===== src/logic/ppr_watchdog.sv =====
/*
 * ppr_pkg: constants for the link event reporting block.
 * ppr_watchdog: bit clock watchdog, one per link direction.
 * assumes one 125 MHz system clock and an asynchronous active-low reset.
 */
`timescale 1ns/1ns
package ppr_pkg;
    // register byte offsets
    localparam logic [3:0] ADDR_STATUS = 4'h0;
    localparam logic [3:0] ADDR_WDCFG = 4'h4;
    localparam logic [3:0] ADDR_OPTIONS = 4'h8;
    localparam logic [3:0] ADDR_POLL = 4'hC;
    // status register fields
    localparam int LOST_BIT = 7;
    localparam int PEND_BIT = 6;
    localparam int CODE_MSB = 5;
    // watchdog config fields
    localparam int TXWD_LSB = 14;
    localparam int RXWD_LSB = 12;
    // options register fields
    localparam int YELLOW_BIT = 0;
    localparam int UNIT_TMR_BIT = 1;
    // reset values
    localparam logic [15:0] WDCFG_RST = 16'h0000;
    localparam logic [1:0] OPTIONS_RST = 2'h0;
    localparam logic [15:0] POLL_RST = 16'h04E2;
    // watchdog limits in system clock cycles, chosen by a two-bit field
    localparam logic [15:0] WD_LIM0 = 16'h0040;
    localparam logic [15:0] WD_LIM1 = 16'h0100;
    localparam logic [15:0] WD_LIM2 = 16'h0400;
    localparam logic [15:0] WD_LIM3 = 16'h1000;
    // poll periods without a received unit before timeout
    localparam logic [5:0] RSU_PERIODS = 6'h20;
    // event slots on the event vector
    localparam int EV_INIT = 0;
    localparam int EV_ALIGN = 1;
    localparam int EV_TXWD = 2;
    localparam int EV_RXWD = 3;
    localparam int EV_RSU = 4;
    localparam int EV_AERM = 5;
    localparam int EV_LSSU = 6;
    localparam int EV_T1 = 7;
    localparam int EV_TXF = 8;
    localparam int EV_RXF = 9;
    localparam int EV_SUERM = 10;
    localparam int EV_RPO = 11;
    localparam int EV_RPOR = 12;
    localparam int EV_BSNT = 13;
    localparam int EV_RETR = 14;
    localparam int EV_BUSY = 15;
    localparam int EV_BUSYR = 16;
    localparam int EV_NUM = 17;
    // event codes
    localparam logic [5:0] C_INIT = 6'h00;
    localparam logic [5:0] C_INSERV = 6'h01;
    localparam logic [5:0] C_YELLOW = 6'h02;
    localparam logic [5:0] C_TXWD = 6'h03;
    localparam logic [5:0] C_RXWD = 6'h04;
    localparam logic [5:0] C_RSU = 6'h05;
    localparam logic [5:0] C_AERM = 6'h08;
    localparam logic [5:0] C_LSSU = 6'h09;
    localparam logic [5:0] C_T1 = 6'h0A;
    localparam logic [5:0] C_TXF = 6'h0B;
    localparam logic [5:0] C_RXF = 6'h0C;
    localparam logic [5:0] C_SUERM = 6'h0D;
    localparam logic [5:0] C_RPO = 6'h10;
    localparam logic [5:0] C_RPOR = 6'h11;
    localparam logic [5:0] C_BSNT = 6'h12;
    localparam logic [5:0] C_RETR = 6'h13;
    localparam logic [5:0] C_BUSY = 6'h14;
    localparam logic [5:0] C_BUSYR = 6'h15;
endpackage : ppr_pkg

module ppr_watchdog (
    input wire logic clk_in,          // system clock
    input wire logic rst_b_in,        // async reset, active low
    input wire logic bit_clk_in,      // bit clock pin, asynchronous
    input wire logic [1:0] sel_in,    // limit select
    output logic expire_out           // one-cycle pulse on timeout
);
    logic sync1_q, sync2_q, last_q, fired_q;
    logic [15:0] cnt_q;
    logic [15:0] limit;

    // limit lookup from the select field
    always_comb begin
        case (sel_in)
            2'd0: limit = ppr_pkg::WD_LIM0;
            2'd1: limit = ppr_pkg::WD_LIM1;
            2'd2: limit = ppr_pkg::WD_LIM2;
            default: limit = ppr_pkg::WD_LIM3;
        endcase
    end

    // two-stage synchroniser, then edge history
    always_ff @(posedge clk_in or negedge rst_b_in) begin
        if (!rst_b_in) begin
            sync1_q <= 1'b0;
            sync2_q <= 1'b0;
            last_q <= 1'b0;
        end else begin
            sync1_q <= bit_clk_in;
            sync2_q <= sync1_q;
            last_q <= sync2_q;
        end
    end

    // count quiet cycles; fire once per stall, re-arm on a transition
    always_ff @(posedge clk_in or negedge rst_b_in) begin
        if (!rst_b_in) begin
            cnt_q <= 16'h0000;
            fired_q <= 1'b0;
        end else if (sync2_q != last_q) begin
            cnt_q <= 16'h0000;
            fired_q <= 1'b0;
        end else if (cnt_q > limit) begin
            fired_q <= 1'b1;
        end else begin
            cnt_q <= cnt_q + 16'h0001;
        end
    end

    assign expire_out = (cnt_q > limit) && !fired_q && (sync2_q == last_q);
endmodule : ppr_watchdog


===== src/logic/ppr_event_report.sv =====
/*
 * ppr_event_report: link event mailbox with pending and lost flags,
 * event code table, clock watchdogs and received-unit timer, reached by
 * software over an Avalon-MM slave with waitrequest.
 * assumes the protocol engine drives one-cycle event pulses on clk_in
 * and the bit clocks arrive asynchronously on pins.
 */
// Design decisions made here: the Avalon-MM slave port and the register addresses.
// Operation
// - new event while pending is set and no host clear raises lost flag, code not delivered
// - lost flag clears with pending and on reset; host writes ignored
// - pending flag sets when a new code is loaded
// - pending clears only by host write of one or reset
// - code and pending flag update in the same cycle
// - code 0 on init done, code 1 on alignment success
// - code 2 for old-format alignment only when yellow option enabled
// - code 3 when transmit bit clock idles beyond selected limit
// - code 4 when receive bit clock idles beyond selected limit
// - code 5 when no unit within 32 poll periods, timer enabled
// - code 8 on out of service from alignment failure
// - code 9 on out of service from received status unit
// - code 10 on out of service from T1 expiry
// - code 11 on out of service from transmit link failure
// - code 12 on out of service from receive link failure
// - code 13 on out of service from error rate monitor
// - code 16 on remote outage, code 17 on later fill-in or message
// - code 18 after last backward sequence number is stored
// - code 19 when retrieval with forward sequence number completes
// - code 20 on remote busy, code 21 when congestion ends
`timescale 1ns/1ns
module ppr_event_report (
    input wire logic clk_in,                  // 125 MHz system clock
    input wire logic rst_b_in,                // async bus reset, active low
    input wire logic [3:0] avs_address,       // byte address
    input wire logic avs_read,                // read request
    input wire logic avs_write,               // write request
    input wire logic [31:0] avs_writedata,    // write data
    input wire logic [3:0] avs_byteenable,    // byte lanes
    output logic [31:0] avs_readdata,         // read data
    output logic avs_waitrequest,             // stall
    input wire logic init_done_in,            // initialisation finished
    input wire logic align_done_in,           // alignment succeeded
    input wire logic align_old_sf_in,         // alignment used old sf values
    input wire logic align_fail_in,           // aerm, t2 or t3 failure
    input wire logic lssu_oos_in,             // oos by received lssu
    input wire logic t1_oos_in,               // oos by t1 expiry
    input wire logic tx_fail_in,              // t6 or t7 expiry
    input wire logic rx_fail_in,              // fib/bsn error 2 of 3
    input wire logic suerm_oos_in,            // error rate monitor
    input wire logic outage_rx_in,            // processor outage unit seen
    input wire logic fill_or_msg_rx_in,       // fill-in or message unit seen
    input wire logic bsnt_stored_in,          // bsnt in status buffer
    input wire logic retrieval_done_in,       // retrieval with fsnc done
    input wire logic busy_rx_in,              // busy unit seen
    input wire logic msg_acked_in,            // remote acked a message unit
    input wire logic unit_rx_in,              // any signal unit received
    input wire logic transmit_bit_clock_in,   // transmit bit clock pin
    input wire logic receive_bit_clock_in,    // receive bit clock pin
    output logic event_pending_flag_out,      // pending flag
    output logic event_lost_flag_out,         // lost flag
    output logic [5:0] link_event_code_out    // posted code
);
    logic event_pending_flag_q, event_lost_flag_q;
    logic [5:0] link_event_code_q;
    logic [15:0] clock_watchdog_config_q, poll_timer_period_q;
    logic yellow_book_report_enable_q, rx_unit_timer_enable_q;
    logic ack_q;
    logic [31:0] rdata_q;
    logic outage_seen_q, busy_seen_q;
    logic [15:0] poll_cnt_q;
    logic [5:0] rsu_cnt_q;
    logic rsu_fired_q;
    logic tx_wd_exp, rx_wd_exp, poll_tick, rsu_exp;
    logic [ppr_pkg::EV_NUM-1:0] ev;
    logic any_ev, multi_ev, host_clear, wr_take, rd_take;
    logic [5:0] new_code;

    // merge written bytes of a 16-bit register
    function automatic logic [15:0] merge16(input logic [15:0] old,
                                            input logic [31:0] wd,
                                            input logic [3:0] be);
        merge16 = {be[1] ? wd[15:8] : old[15:8], be[0] ? wd[7:0] : old[7:0]};
    endfunction : merge16

    // code for an event slot
    function automatic logic [5:0] slot_code(input int idx,
                                             input logic yellow);
        case (idx)
            ppr_pkg::EV_INIT: slot_code = ppr_pkg::C_INIT;
            ppr_pkg::EV_ALIGN: slot_code = yellow ? ppr_pkg::C_YELLOW
                                                  : ppr_pkg::C_INSERV;
            ppr_pkg::EV_TXWD: slot_code = ppr_pkg::C_TXWD;
            ppr_pkg::EV_RXWD: slot_code = ppr_pkg::C_RXWD;
            ppr_pkg::EV_RSU: slot_code = ppr_pkg::C_RSU;
            ppr_pkg::EV_AERM: slot_code = ppr_pkg::C_AERM;
            ppr_pkg::EV_LSSU: slot_code = ppr_pkg::C_LSSU;
            ppr_pkg::EV_T1: slot_code = ppr_pkg::C_T1;
            ppr_pkg::EV_TXF: slot_code = ppr_pkg::C_TXF;
            ppr_pkg::EV_RXF: slot_code = ppr_pkg::C_RXF;
            ppr_pkg::EV_SUERM: slot_code = ppr_pkg::C_SUERM;
            ppr_pkg::EV_RPO: slot_code = ppr_pkg::C_RPO;
            ppr_pkg::EV_RPOR: slot_code = ppr_pkg::C_RPOR;
            ppr_pkg::EV_BSNT: slot_code = ppr_pkg::C_BSNT;
            ppr_pkg::EV_RETR: slot_code = ppr_pkg::C_RETR;
            ppr_pkg::EV_BUSY: slot_code = ppr_pkg::C_BUSY;
            default: slot_code = ppr_pkg::C_BUSYR;
        endcase
    endfunction : slot_code

    // bit clock watchdogs on the configured limits
    ppr_watchdog u_tx_wd (
        .clk_in(clk_in),
        .rst_b_in(rst_b_in),
        .bit_clk_in(transmit_bit_clock_in),
        .sel_in(clock_watchdog_config_q[ppr_pkg::TXWD_LSB +: 2]),
        .expire_out(tx_wd_exp)
    );
    ppr_watchdog u_rx_wd (
        .clk_in(clk_in),
        .rst_b_in(rst_b_in),
        .bit_clk_in(receive_bit_clock_in),
        .sel_in(clock_watchdog_config_q[ppr_pkg::RXWD_LSB +: 2]),
        .expire_out(rx_wd_exp)
    );

    // bus handshake: one wait cycle, then the request is taken
    assign avs_waitrequest = (avs_read || avs_write) && !ack_q;
    assign wr_take = avs_write && ack_q;
    assign rd_take = avs_read && ack_q;
    assign avs_readdata = rdata_q;

    always_ff @(posedge clk_in or negedge rst_b_in) begin
        if (!rst_b_in) begin
            ack_q <= 1'b0;
        end else begin
            ack_q <= (avs_read || avs_write) && !ack_q;
        end
    end

    // read data captured in the wait cycle; unmapped reads give zero
    always_ff @(posedge clk_in or negedge rst_b_in) begin
        if (!rst_b_in) begin
            rdata_q <= 32'h0000_0000;
        end else if (avs_read && !ack_q) begin
            case (avs_address)
                ppr_pkg::ADDR_STATUS: rdata_q <= {24'h00_0000,
                    event_lost_flag_q, event_pending_flag_q,
                    link_event_code_q};
                ppr_pkg::ADDR_WDCFG: rdata_q <= {16'h0000,
                    clock_watchdog_config_q};
                ppr_pkg::ADDR_OPTIONS: rdata_q <= {30'h0000_0000,
                    rx_unit_timer_enable_q, yellow_book_report_enable_q};
                ppr_pkg::ADDR_POLL: rdata_q <= {16'h0000,
                    poll_timer_period_q};
                default: rdata_q <= 32'h0000_0000;
            endcase
        end
    end

    // configuration registers
    always_ff @(posedge clk_in or negedge rst_b_in) begin
        if (!rst_b_in) begin
            clock_watchdog_config_q <= ppr_pkg::WDCFG_RST;
            poll_timer_period_q <= ppr_pkg::POLL_RST;
            yellow_book_report_enable_q <= ppr_pkg::OPTIONS_RST[0];
            rx_unit_timer_enable_q <= ppr_pkg::OPTIONS_RST[1];
        end else if (wr_take) begin
            if (avs_address == ppr_pkg::ADDR_WDCFG) begin
                clock_watchdog_config_q <= merge16(clock_watchdog_config_q,
                    avs_writedata, avs_byteenable);
            end
            if (avs_address == ppr_pkg::ADDR_POLL) begin
                poll_timer_period_q <= merge16(poll_timer_period_q,
                    avs_writedata, avs_byteenable);
            end
            if (avs_address == ppr_pkg::ADDR_OPTIONS &&
                avs_byteenable[0]) begin
                yellow_book_report_enable_q <=
                    avs_writedata[ppr_pkg::YELLOW_BIT];
                rx_unit_timer_enable_q <= avs_writedata[ppr_pkg::UNIT_TMR_BIT];
            end
        end
    end

    // poll timer divider: one-cycle tick every poll period
    assign poll_tick = (poll_cnt_q >= poll_timer_period_q);
    always_ff @(posedge clk_in or negedge rst_b_in) begin
        if (!rst_b_in) begin
            poll_cnt_q <= 16'h0000;
        end else if (poll_tick) begin
            poll_cnt_q <= 16'h0000;
        end else begin
            poll_cnt_q <= poll_cnt_q + 16'h0001;
        end
    end

    // received-unit timer: counts poll periods since the last unit
    assign rsu_exp = rx_unit_timer_enable_q && !rsu_fired_q &&
                     (rsu_cnt_q >= ppr_pkg::RSU_PERIODS);
    always_ff @(posedge clk_in or negedge rst_b_in) begin
        if (!rst_b_in) begin
            rsu_cnt_q <= 6'h00;
            rsu_fired_q <= 1'b0;
        end else if (unit_rx_in || !rx_unit_timer_enable_q) begin
            rsu_cnt_q <= 6'h00;
            rsu_fired_q <= 1'b0;
        end else begin
            if (poll_tick && rsu_cnt_q < ppr_pkg::RSU_PERIODS) begin
                rsu_cnt_q <= rsu_cnt_q + 6'h01;
            end
            if (rsu_exp) begin
                rsu_fired_q <= 1'b1;
            end
        end
    end

    // outage and congestion history for the recovery codes
    always_ff @(posedge clk_in or negedge rst_b_in) begin
        if (!rst_b_in) begin
            outage_seen_q <= 1'b0;
            busy_seen_q <= 1'b0;
        end else begin
            if (outage_rx_in) begin
                outage_seen_q <= 1'b1;
            end else if (fill_or_msg_rx_in) begin
                outage_seen_q <= 1'b0;
            end
            if (busy_rx_in) begin
                busy_seen_q <= 1'b1;
            end else if (msg_acked_in) begin
                busy_seen_q <= 1'b0;
            end
        end
    end

    // event vector in priority order, lowest slot first
    always_comb begin
        ev = '0;
        ev[ppr_pkg::EV_INIT] = init_done_in;
        ev[ppr_pkg::EV_ALIGN] = align_done_in;
        ev[ppr_pkg::EV_TXWD] = tx_wd_exp;
        ev[ppr_pkg::EV_RXWD] = rx_wd_exp;
        ev[ppr_pkg::EV_RSU] = rsu_exp;
        ev[ppr_pkg::EV_AERM] = align_fail_in;
        ev[ppr_pkg::EV_LSSU] = lssu_oos_in;
        ev[ppr_pkg::EV_T1] = t1_oos_in;
        ev[ppr_pkg::EV_TXF] = tx_fail_in;
        ev[ppr_pkg::EV_RXF] = rx_fail_in;
        ev[ppr_pkg::EV_SUERM] = suerm_oos_in;
        ev[ppr_pkg::EV_RPO] = outage_rx_in;
        ev[ppr_pkg::EV_RPOR] = fill_or_msg_rx_in && outage_seen_q;
        ev[ppr_pkg::EV_BSNT] = bsnt_stored_in;
        ev[ppr_pkg::EV_RETR] = retrieval_done_in;
        ev[ppr_pkg::EV_BUSY] = busy_rx_in;
        ev[ppr_pkg::EV_BUSYR] = msg_acked_in && busy_seen_q;
    end

    // pick the first event; a second one in the same cycle is lost
    always_comb begin
        new_code = ppr_pkg::C_INIT;
        any_ev = 1'b0;
        multi_ev = 1'b0;
        for (int i = ppr_pkg::EV_NUM - 1; i >= 0; i--) begin
            if (ev[i]) begin
                multi_ev = multi_ev || any_ev;
                any_ev = 1'b1;
                new_code = slot_code(i, yellow_book_report_enable_q &&
                                        align_old_sf_in);
            end
        end
    end

    // host clear: write of one to the pending bit, lane 0
    assign host_clear = wr_take && avs_address == ppr_pkg::ADDR_STATUS &&
                        avs_byteenable[0] &&
                        avs_writedata[ppr_pkg::PEND_BIT];

    // mailbox: a post in the clearing cycle wins and is delivered
    always_ff @(posedge clk_in or negedge rst_b_in) begin
        if (!rst_b_in) begin
            event_pending_flag_q <= 1'b0;
            event_lost_flag_q <= 1'b0;
            link_event_code_q <= ppr_pkg::C_INIT;
        end else if (any_ev && (!event_pending_flag_q || host_clear)) begin
            event_pending_flag_q <= 1'b1;
            link_event_code_q <= new_code;
            event_lost_flag_q <= multi_ev;
        end else if (any_ev) begin
            event_lost_flag_q <= 1'b1;
        end else if (host_clear) begin
            event_pending_flag_q <= 1'b0;
            event_lost_flag_q <= 1'b0;
        end
    end

    assign event_pending_flag_out = event_pending_flag_q;
    assign event_lost_flag_out = event_lost_flag_q;
    assign link_event_code_out = link_event_code_q;
endmodule : ppr_event_report


===== config.mk =====
export PLATFORM = sky130hd
export DESIGN_NAME = ppr_event_report
export DESIGN_NICKNAME = d
export VERILOG_FILES = /design/src/logic/ppr_watchdog.sv /design/src/logic/ppr_event_report.sv
export SDC_FILE = /design/constraint.sdc
export NUM_CORES = 1
export LEC_CHECK = 0
export BUFFER_PORTS_ARGS = -buffer_cell sky130_fd_sc_hd__clkbuf_2
export CORE_MARGIN = 2
export CORE_UTILIZATION = 55
export CTS_CLUSTER_SIZE = 25
export DETAILED_ROUTE_END_ITERATION = 8
export GPL_TIMING_DRIVEN = 0
export PLACE_DENSITY = 0.78
export SLEW_MARGIN = 30
export SYNTH_ARGS = -nofsm -noshare
export SYNTH_HDL_FRONTEND = slang
export SYNTH_SLANG_ARGS = --single-unit

===== constraint.sdc =====
create_clock -name clk_in -period 5.65 [get_ports clk_in]
set_clock_uncertainty 0.05 [all_clocks]
set_input_delay 0.8475 -clock clk_in [delete_from_list [all_inputs] [get_ports clk_in]]
set_output_delay 0.8475 -clock clk_in [all_outputs]
set_load 0.02 [all_outputs]

# [Yosys cells after proc, flatten, opt, wreduce, memory -nomap -nowiden]
# Cells that the tools add are included.
[op_classes] n_mul=0 shift=0 bitwise=0 reduce_logical=59 muxes=76 addsub=4 n_eq_ne=14 div_mod_pow=0 n_lt_le_gt_ge=5
[op_table] op="6-bit two-way mux" n=16
[op_table] op="16-bit two-way mux" n=5
[op_table] op="13-bit case mux with 3 select lines" n=2
[op_table] op="16-bit case mux with 4 select lines" n=1
[op_table] op="16-bit by 1-bit adder with 16-bit output, second input constant" n=3
[op_table] op="1-bit two-way mux" n=48
[op_table] op="16-bit by 13-bit > comparator with 1-bit output" n=2
[op_table] op="1-bit logical AND" n=18
[op_table] op="1-bit logical OR" n=18
[op_table] op="16-bit >= comparator" n=1
[op_table] op="5-bit two-way mux" n=3
[op_table] op="2-bit nonzero test" n=7
[op_table] op="3-bit AND reduction" n=4
[op_table] op="4-bit == test, second input constant" n=2
[op_table] op="6-bit by 1-bit adder with 6-bit output, second input constant" n=1
[op_table] op="6-bit >= comparator, second input constant" n=1
[op_table] op="1-bit logical NOT" n=6
[op_table] op="6-bit less-than comparator, second input constant" n=1
[op_table] op="2-bit by 1-bit != test with 1-bit output, second input constant" n=3
[op_table] op="2-bit by 1-bit == test with 1-bit output, second input constant" n=2
[op_table] op="2-bit == test, second input constant" n=2
[op_table] op="4-bit by 3-bit == test with 1-bit output, second input constant" n=1
[op_table] op="2-bit logical NOT" n=2
[op_table] op="4-bit logical NOT" n=1
[op_table] op="5 further kinds" n=8
[totals] ramBits=0 elab_cells=184 n_memories=0 out_inout_bits=41 mem_bits_ro=0 register_bits=140 latch_bits=0

# [Logic depth before layout (Yosys ltp)]
[logic_depth] ltp_word=34 ltp_mapped=10

# [Hierarchy]
# Synthesis repeated with hierarchy kept, for this count alone.
[hier_totals] cells_unflattened=683 hier_area_um2=6580.1
[modules_own_cells] module="ppr_event_report" instances=1 cells_each=455 area_per_inst_um2=4423.0 seq_area_each_um2=2083.2
[modules_own_cells] module="ppr_watchdog" instances=2 cells_each=114 area_per_inst_um2=1078.5 seq_area_each_um2=500.5

# [Least setup slack after synthesis]
# Ideal clock, no wire load.
[synth_timing] path_kind="input-to-reg" startpoint="input outage_rx_in" endpoint="register event_lost_flag_q, in the netlist event_lost_flag_out" path_buffers=0 slack_ps=3264 cell_stages=7 setup_ps=129 required_time_ps=5471 t_arrival_ps=2207 cell_sequence="or4_1 -> o32ai_1 -> nand3_1 -> nand3b_1 -> a211oi_1 -> a32o_1 -> a21oi_2"
[synth_via] elab_chain_cells=24 elab_cells_between_ends=39
[synth_lines] element="start: declaration" line="ppr_event_report.sv:50" text="input wire logic outage_rx_in,"
[synth_lines] element="1-bit two-way mux" line="ppr_event_report.sv:264" text="if (ev[i]) begin"
[synth_lines] element="1-bit logical OR" line="ppr_event_report.sv:265" text="multi_ev = multi_ev || any_ev;"
[synth_lines] element="1-bit two-way mux" line="ppr_event_report.sv:264"
[synth_lines] element="1-bit logical OR" line="ppr_event_report.sv:265"
[synth_lines] element="1-bit two-way mux" line="ppr_event_report.sv:264"
[synth_lines] element="1-bit logical OR" line="ppr_event_report.sv:265"
[synth_lines] element="1-bit two-way mux" line="ppr_event_report.sv:264"
[synth_lines] element="1-bit logical OR" line="ppr_event_report.sv:265"
[synth_lines] element="[... 8 more ...]"
[synth_lines] element="1-bit two-way mux" line="ppr_event_report.sv:264"
[synth_lines] element="1-bit logical OR" line="ppr_event_report.sv:265"
[synth_lines] element="1-bit two-way mux" line="ppr_event_report.sv:264"
[synth_lines] element="1-bit logical OR" line="ppr_event_report.sv:265"
[synth_lines] element="1-bit two-way mux" line="ppr_event_report.sv:264"
[synth_lines] element="1-bit logical OR" line="ppr_event_report.sv:265"
[synth_lines] element="1-bit two-way mux" line="ppr_event_report.sv:264"
[synth_lines] element="1-bit two-way mux" line="ppr_event_report.sv:284" text="end else if (any_ev && (!event_pending_flag_q || host_clear)) begin"
[synth_lines] element="end signal: assignment" line="ppr_event_report.sv:287" text="event_lost_flag_q <= multi_ev;"
[synth_lines] element="end: declaration" line="ppr_event_report.sv:63" text="logic event_pending_flag_q, event_lost_flag_q;"
# Several ways; a longest one is shown, not always the timed one.
# A chain may end at the register's enable or synchronous reset.

# [Worst setup path after layout]
[layout_timing] startpoint="register poll_timer_period_q[10]" endpoint="register poll_cnt_q[10]"
[layout_via] elab_chain_cells=2
[layout_lines] element="start: declaration" line="ppr_event_report.sv:65" text="logic [15:0] clock_watchdog_config_q, poll_timer_period_q;"
[layout_lines] element="start signal: assignment" line="ppr_event_report.sv:164" text="poll_timer_period_q <= ppr_pkg::POLL_RST;"
[layout_lines] element="start signal: assignment" line="ppr_event_report.sv:173" text="poll_timer_period_q <= merge16(poll_timer_period_q,"
[layout_lines] element="16-bit >= comparator" line="ppr_event_report.sv:186" text="assign poll_tick = (poll_cnt_q >= poll_timer_period_q);"
[layout_lines] element="16-bit two-way mux" line="ppr_event_report.sv:190" text="end else if (poll_tick) begin"
[layout_lines] element="end signal: assignment" line="ppr_event_report.sv:193" text="poll_cnt_q <= poll_cnt_q + 16'h0001;"
[layout_lines] element="end: declaration" line="ppr_event_report.sv:70" text="logic [15:0] poll_cnt_q;"
# No other way between the ends.

==> reports/summary.log <==
INFO  route          drt_iter0_drc=425
INFO  sta            timing.final.crit_period=2.70ns
INFO  cts            clock_tree_from_tritoncts=built
INFO  layout         n_antenna_cell=0
INFO  worst_setup_path cpMaxStageDelayCell=dfstp_2
INFO  worst_setup_path crit_path_cell_trace=inv_1 -> ha_1 -> a21o_1 -> a21oi_1 -> o21ai_0 -> o21bai_1 -> clkbuf_1 -> nor2_1
INFO  worst_setup_path path_delay_family=compound AO/OA/AOI/OAI gates
INFO  worst_setup_path critical_path.reg2reg.endpoint=poll_cnt_q[10]
INFO  logic_synthesis syn_inst=690
INFO  worst_setup_path launching_element_type_of_the_critical_path=flip-flop
INFO  layout         instances_no_fill=952
INFO  placed_design  globalplace.congestion=0.905
INFO  placed_design  place_inst=921
INFO  placed_design  port_buffers=67
INFO  logic_synthesis yosysSeqAreaShare=0.466
INFO  power          vdd_drop_max=0.168mV
INFO  logic_synthesis synth_edf_count=0
INFO  grt            grt_antenna_before_repair=0
INFO  route          detail_route.wl_per_cell=16.3um
INFO  cts            source_to_sink_clock_delay_at_the_later_pin_of_the_worst_skew_pair=0.41ns
INFO  worst_setup_path timing.critical_path.to_type=flip-flop
INFO  route          ant_nets=0
INFO  worst_setup_path regToRegSetupSlack=2.95ns
INFO  layout         layout_commonest_cell=dfrtp_1
INFO  grt            grt_remaining_overflow=0
INFO  layout         number_of_nets_in_the_layout=886
INFO  logic_synthesis synth.largest_area_cell=dfrtp_1
INFO  worst_setup_path register_to_register_path_depth=8
INFO  worst_setup_path critPathMaxStageDelay=0.53ns
INFO  grt            grt_use_total=0.257
INFO  cts            clk_pin_slew_worst_paths=0.05ns
INFO  logic_synthesis post_synth_num_cell_types=69
INFO  floorplan      chipWidth=114um
INFO  layout         multiInputGateArea=3260um^2
INFO  logic_synthesis async_reset_ff_frac=1.00
INFO  grt            grt_first_pass_wirelength=26400um
INFO  min_path       timing.hold.worst.start=u_tx_wd.sync1_q
INFO  floorplan      dieArea=12900um^2
INFO  sta            final_max_slew_viol_count=0
INFO  sta            fmax=370MHz
INFO  layout         final-seq-area=3080um^2
INFO  layout         mostFrequentLayoutCells=dfrtp_1 (118), nor2_1 (75), nand2_1 (70), clkbuf_2 (66), o21ai_0 (51)
INFO  placed_design  place_ws=2.81ns
INFO  sta            report.final.hold_viol_count=0
INFO  sta            setup_slack=2.95ns
INFO  layout         layout.filler_cells=934
INFO  layout         area_growth=18.5%
INFO  min_path       hold_class=reg -> reg
INFO  cts            cts_root_buffer=clkbuf_16
INFO  floorplan      start_util=0.558
INFO  sta            timing.final.setup_violations=0
INFO  route          drt_pass1_iterations=5
INFO  sta            layout_worst_path_cycle_share=0.478
INFO  sta            timing.setup.tns=0ns
INFO  min_path       min_delay_path_depth=0
INFO  cts            cts_hold_repair.buffers=0
INFO  logic_synthesis synth_area=6620um^2
INFO  sta            max_slew_margin=0.499
INFO  floorplan      row_count=40
INFO  grt            grt_pass1_vias=5536
INFO  min_path       hold-path-endpoint=u_tx_wd.sync2_q
INFO  logic_synthesis total_number_of_yosys_warnings=0
INFO  cts            cts_max_path_buffers=2
INFO  logic_synthesis avgSynthCellArea=9.59um^2
INFO  worst_setup_path setup.worst_path.class=reg -> reg
INFO  outcome        status=finished clean
INFO  cts            cts_htree_levels=4
INFO  worst_setup_path critical_path_required=5.88ns
INFO  cts            cts_inserted_buffers=17
INFO  logic_synthesis yosys_register_bits=123
INFO  logic_synthesis post-synth-top-area-fraction=0.446
INFO  logic_synthesis ys.flop_type=dfrtp_1
INFO  floorplan      io-pin-count=103
INFO  floorplan      floorplan_core_area=11900um^2
INFO  cts            cts_setup_buffers=0
INFO  logic_synthesis synth.top_cells.by_area=dfrtp_1 (45%), ha_1 (5.9%), nor2_1 (4.3%), nand2_1 (4.0%), o21ai_0 (3.9%)
INFO  power          power.static_leakage=3.72nW
INFO  worst_setup_path maximum_fanout_count_along_the_critical_path=10
INFO  route          finalWirelength=15500um
INFO  route          post-route-drc-count=0
INFO  power          power_density=319nW/um^2
INFO  worst_setup_path arrival=2.93ns
INFO  layout         fraction_of_final_layout_cells_with_drive_strength_greater_than_1=0.198
INFO  flow_run       maxCapViolCount=0
INFO  placed_design  dp_hpwl=11200um
INFO  floorplan      die_y=114um
INFO  worst_setup_path critical_path_buffer_and_inverter_count=2
INFO  sta            worst_slew_pin_slew=0.749ns
INFO  grt            largest_net_degree_at_the_start_of_global_routing=67
INFO  sta            setup_repair_after_global_routing_missed_its_margin=false
INFO  cts            tritoncts_num_sinks=123
INFO  route          route.vias.total=5438
INFO  cts            post_cts_resized=0
INFO  worst_setup_path r2r_start=poll_timer_period_q[10]
INFO  route          route.detailed.vias_per_inst=5.71
==> worst reg2reg max path, stage by stage (launching register included) <==
cell and delay [ns]:
dfstp_2 0.53, inv_1 0.06, ha_1 0.30, a21o_1 0.11
a21oi_1 0.05, o21ai_0 0.53, o21bai_1 0.41, clkbuf_1 0.43
nor2_1 0.10
==> report_power, final <==
part           total (mW)  internal (mW)  switching, mW
combinational       0.375          0.144          0.230
sequential           1.01          0.957         0.0527
clock                1.11          0.738          0.376
==> how the worst max path moves through the flow <==
stage	start	endpoint	slack [ns]	cells past startpoint
3_5_place_dp	outage_rx_in	event_lost_flag_out	2.81	8
2_1_floorplan	outage_rx_in	event_lost_flag_out	3.26	7
5_1_grt	poll_timer_period_q[10]	poll_cnt_q[7]	2.74	8
6_report	poll_timer_period_q[10]	poll_cnt_q[10]	2.95	8
3_3_place_gp	rst_b_in	rsu_cnt_q[0]	1.92	1
4_1_cts	poll_timer_period_q[10]	poll_cnt_q[10]	2.96	8
==> cells by family (layout without fill, tap and decap cells) <==
logic type	Yosys count	after routing	share of synthesized area
simple gates	258	258	0.192
compound gates	147	147	0.146
flops	123	123	0.466
buf+inv	72	171	0.0510
fa+ha+maj	32	32	0.0601
xor+xnor	32	32	0.0424
mux	25	25	0.0420
other cells	1	17	0.000567
==> flip-flops by register name, indices dropped and copies added, names as in the netlist, 5 cells and up <==
signal and cells:
poll_cnt_q 16, u_tx_wd.cnt_q 16, poll_timer_period_q 16, rsu_cnt_q 6
u_rx_wd.cnt_q 16, link_event_code_out 5, avs_readdata 16, clock_watchdog_config_q 16
==> cell type report <==
class                      instances  area share
buffer                            32      0.0239
clock buffer                      25      0.0632
clock inverter                     6      0.0140
inverter                          40      0.0192
multi-input combinational        511       0.415
sequential                       123       0.393
tap                              147      0.0235
timing repair buffer              68      0.0474
==> stage by stage <==
| step | hold WS, ns | util | total power [mW] | cell area, um^2 |
|---|---|---|---|---|
| 2_1_floorplan | 0.281 | - | 1.26 | 6680 |
| 3_3_place_gp | 0.284 | 0.607 | 1.37 | 7200 |
| 3_5_place_dp | 0.286 | 0.610 | 1.39 | 7230 |
| 4_1_cts | 0.292 | 0.661 | 2.51 | 7840 |
| 5_1_grt | 0.293 | 0.661 | 2.61 | 7840 |
| 6_report | 0.294 | 0.661 | 2.50 | 7840 |
==> layer usage <==
layer | share of wire | up-vias | track usage
met2 | 0.46 | 208 | 0.398
met4 | 0.023 | 0 | 0.102
li1 | - | 2589 | -
met1 | 0.45 | 2610 | 0.346
met5 | 0 | - | 0
met3 | 0.066 | 31 | 0.0717
==> cell usage after synthesis (3+ instances only) <==
cell and count:
clkbuf_1 12, inv_1 40, nor2_1 75, dfrtp_1 118, o21ai_0 51, nand4_1 9
xor2_1 20, xnor2_1 12, nor3_1 7, and3_1 11, and2_1 3, nand3_1 32
or3_1 11, nor4_1 3, nand3b_1 3, a221oi_1 3, a21oi_1 29, nand2_1 70
buf_4 17, mux2i_1 3, o31ai_1 3, ha_1 31, dfstp_2 5, o21ai_1 4
mux2_1 3, mux2_2 19, buf_2 3, nor2b_1 5, a21o_1 8, a22o_1 3
a22oi_1 11, a21oi_2 3, nand2b_1 15
(Power assumes the default switching activity.)
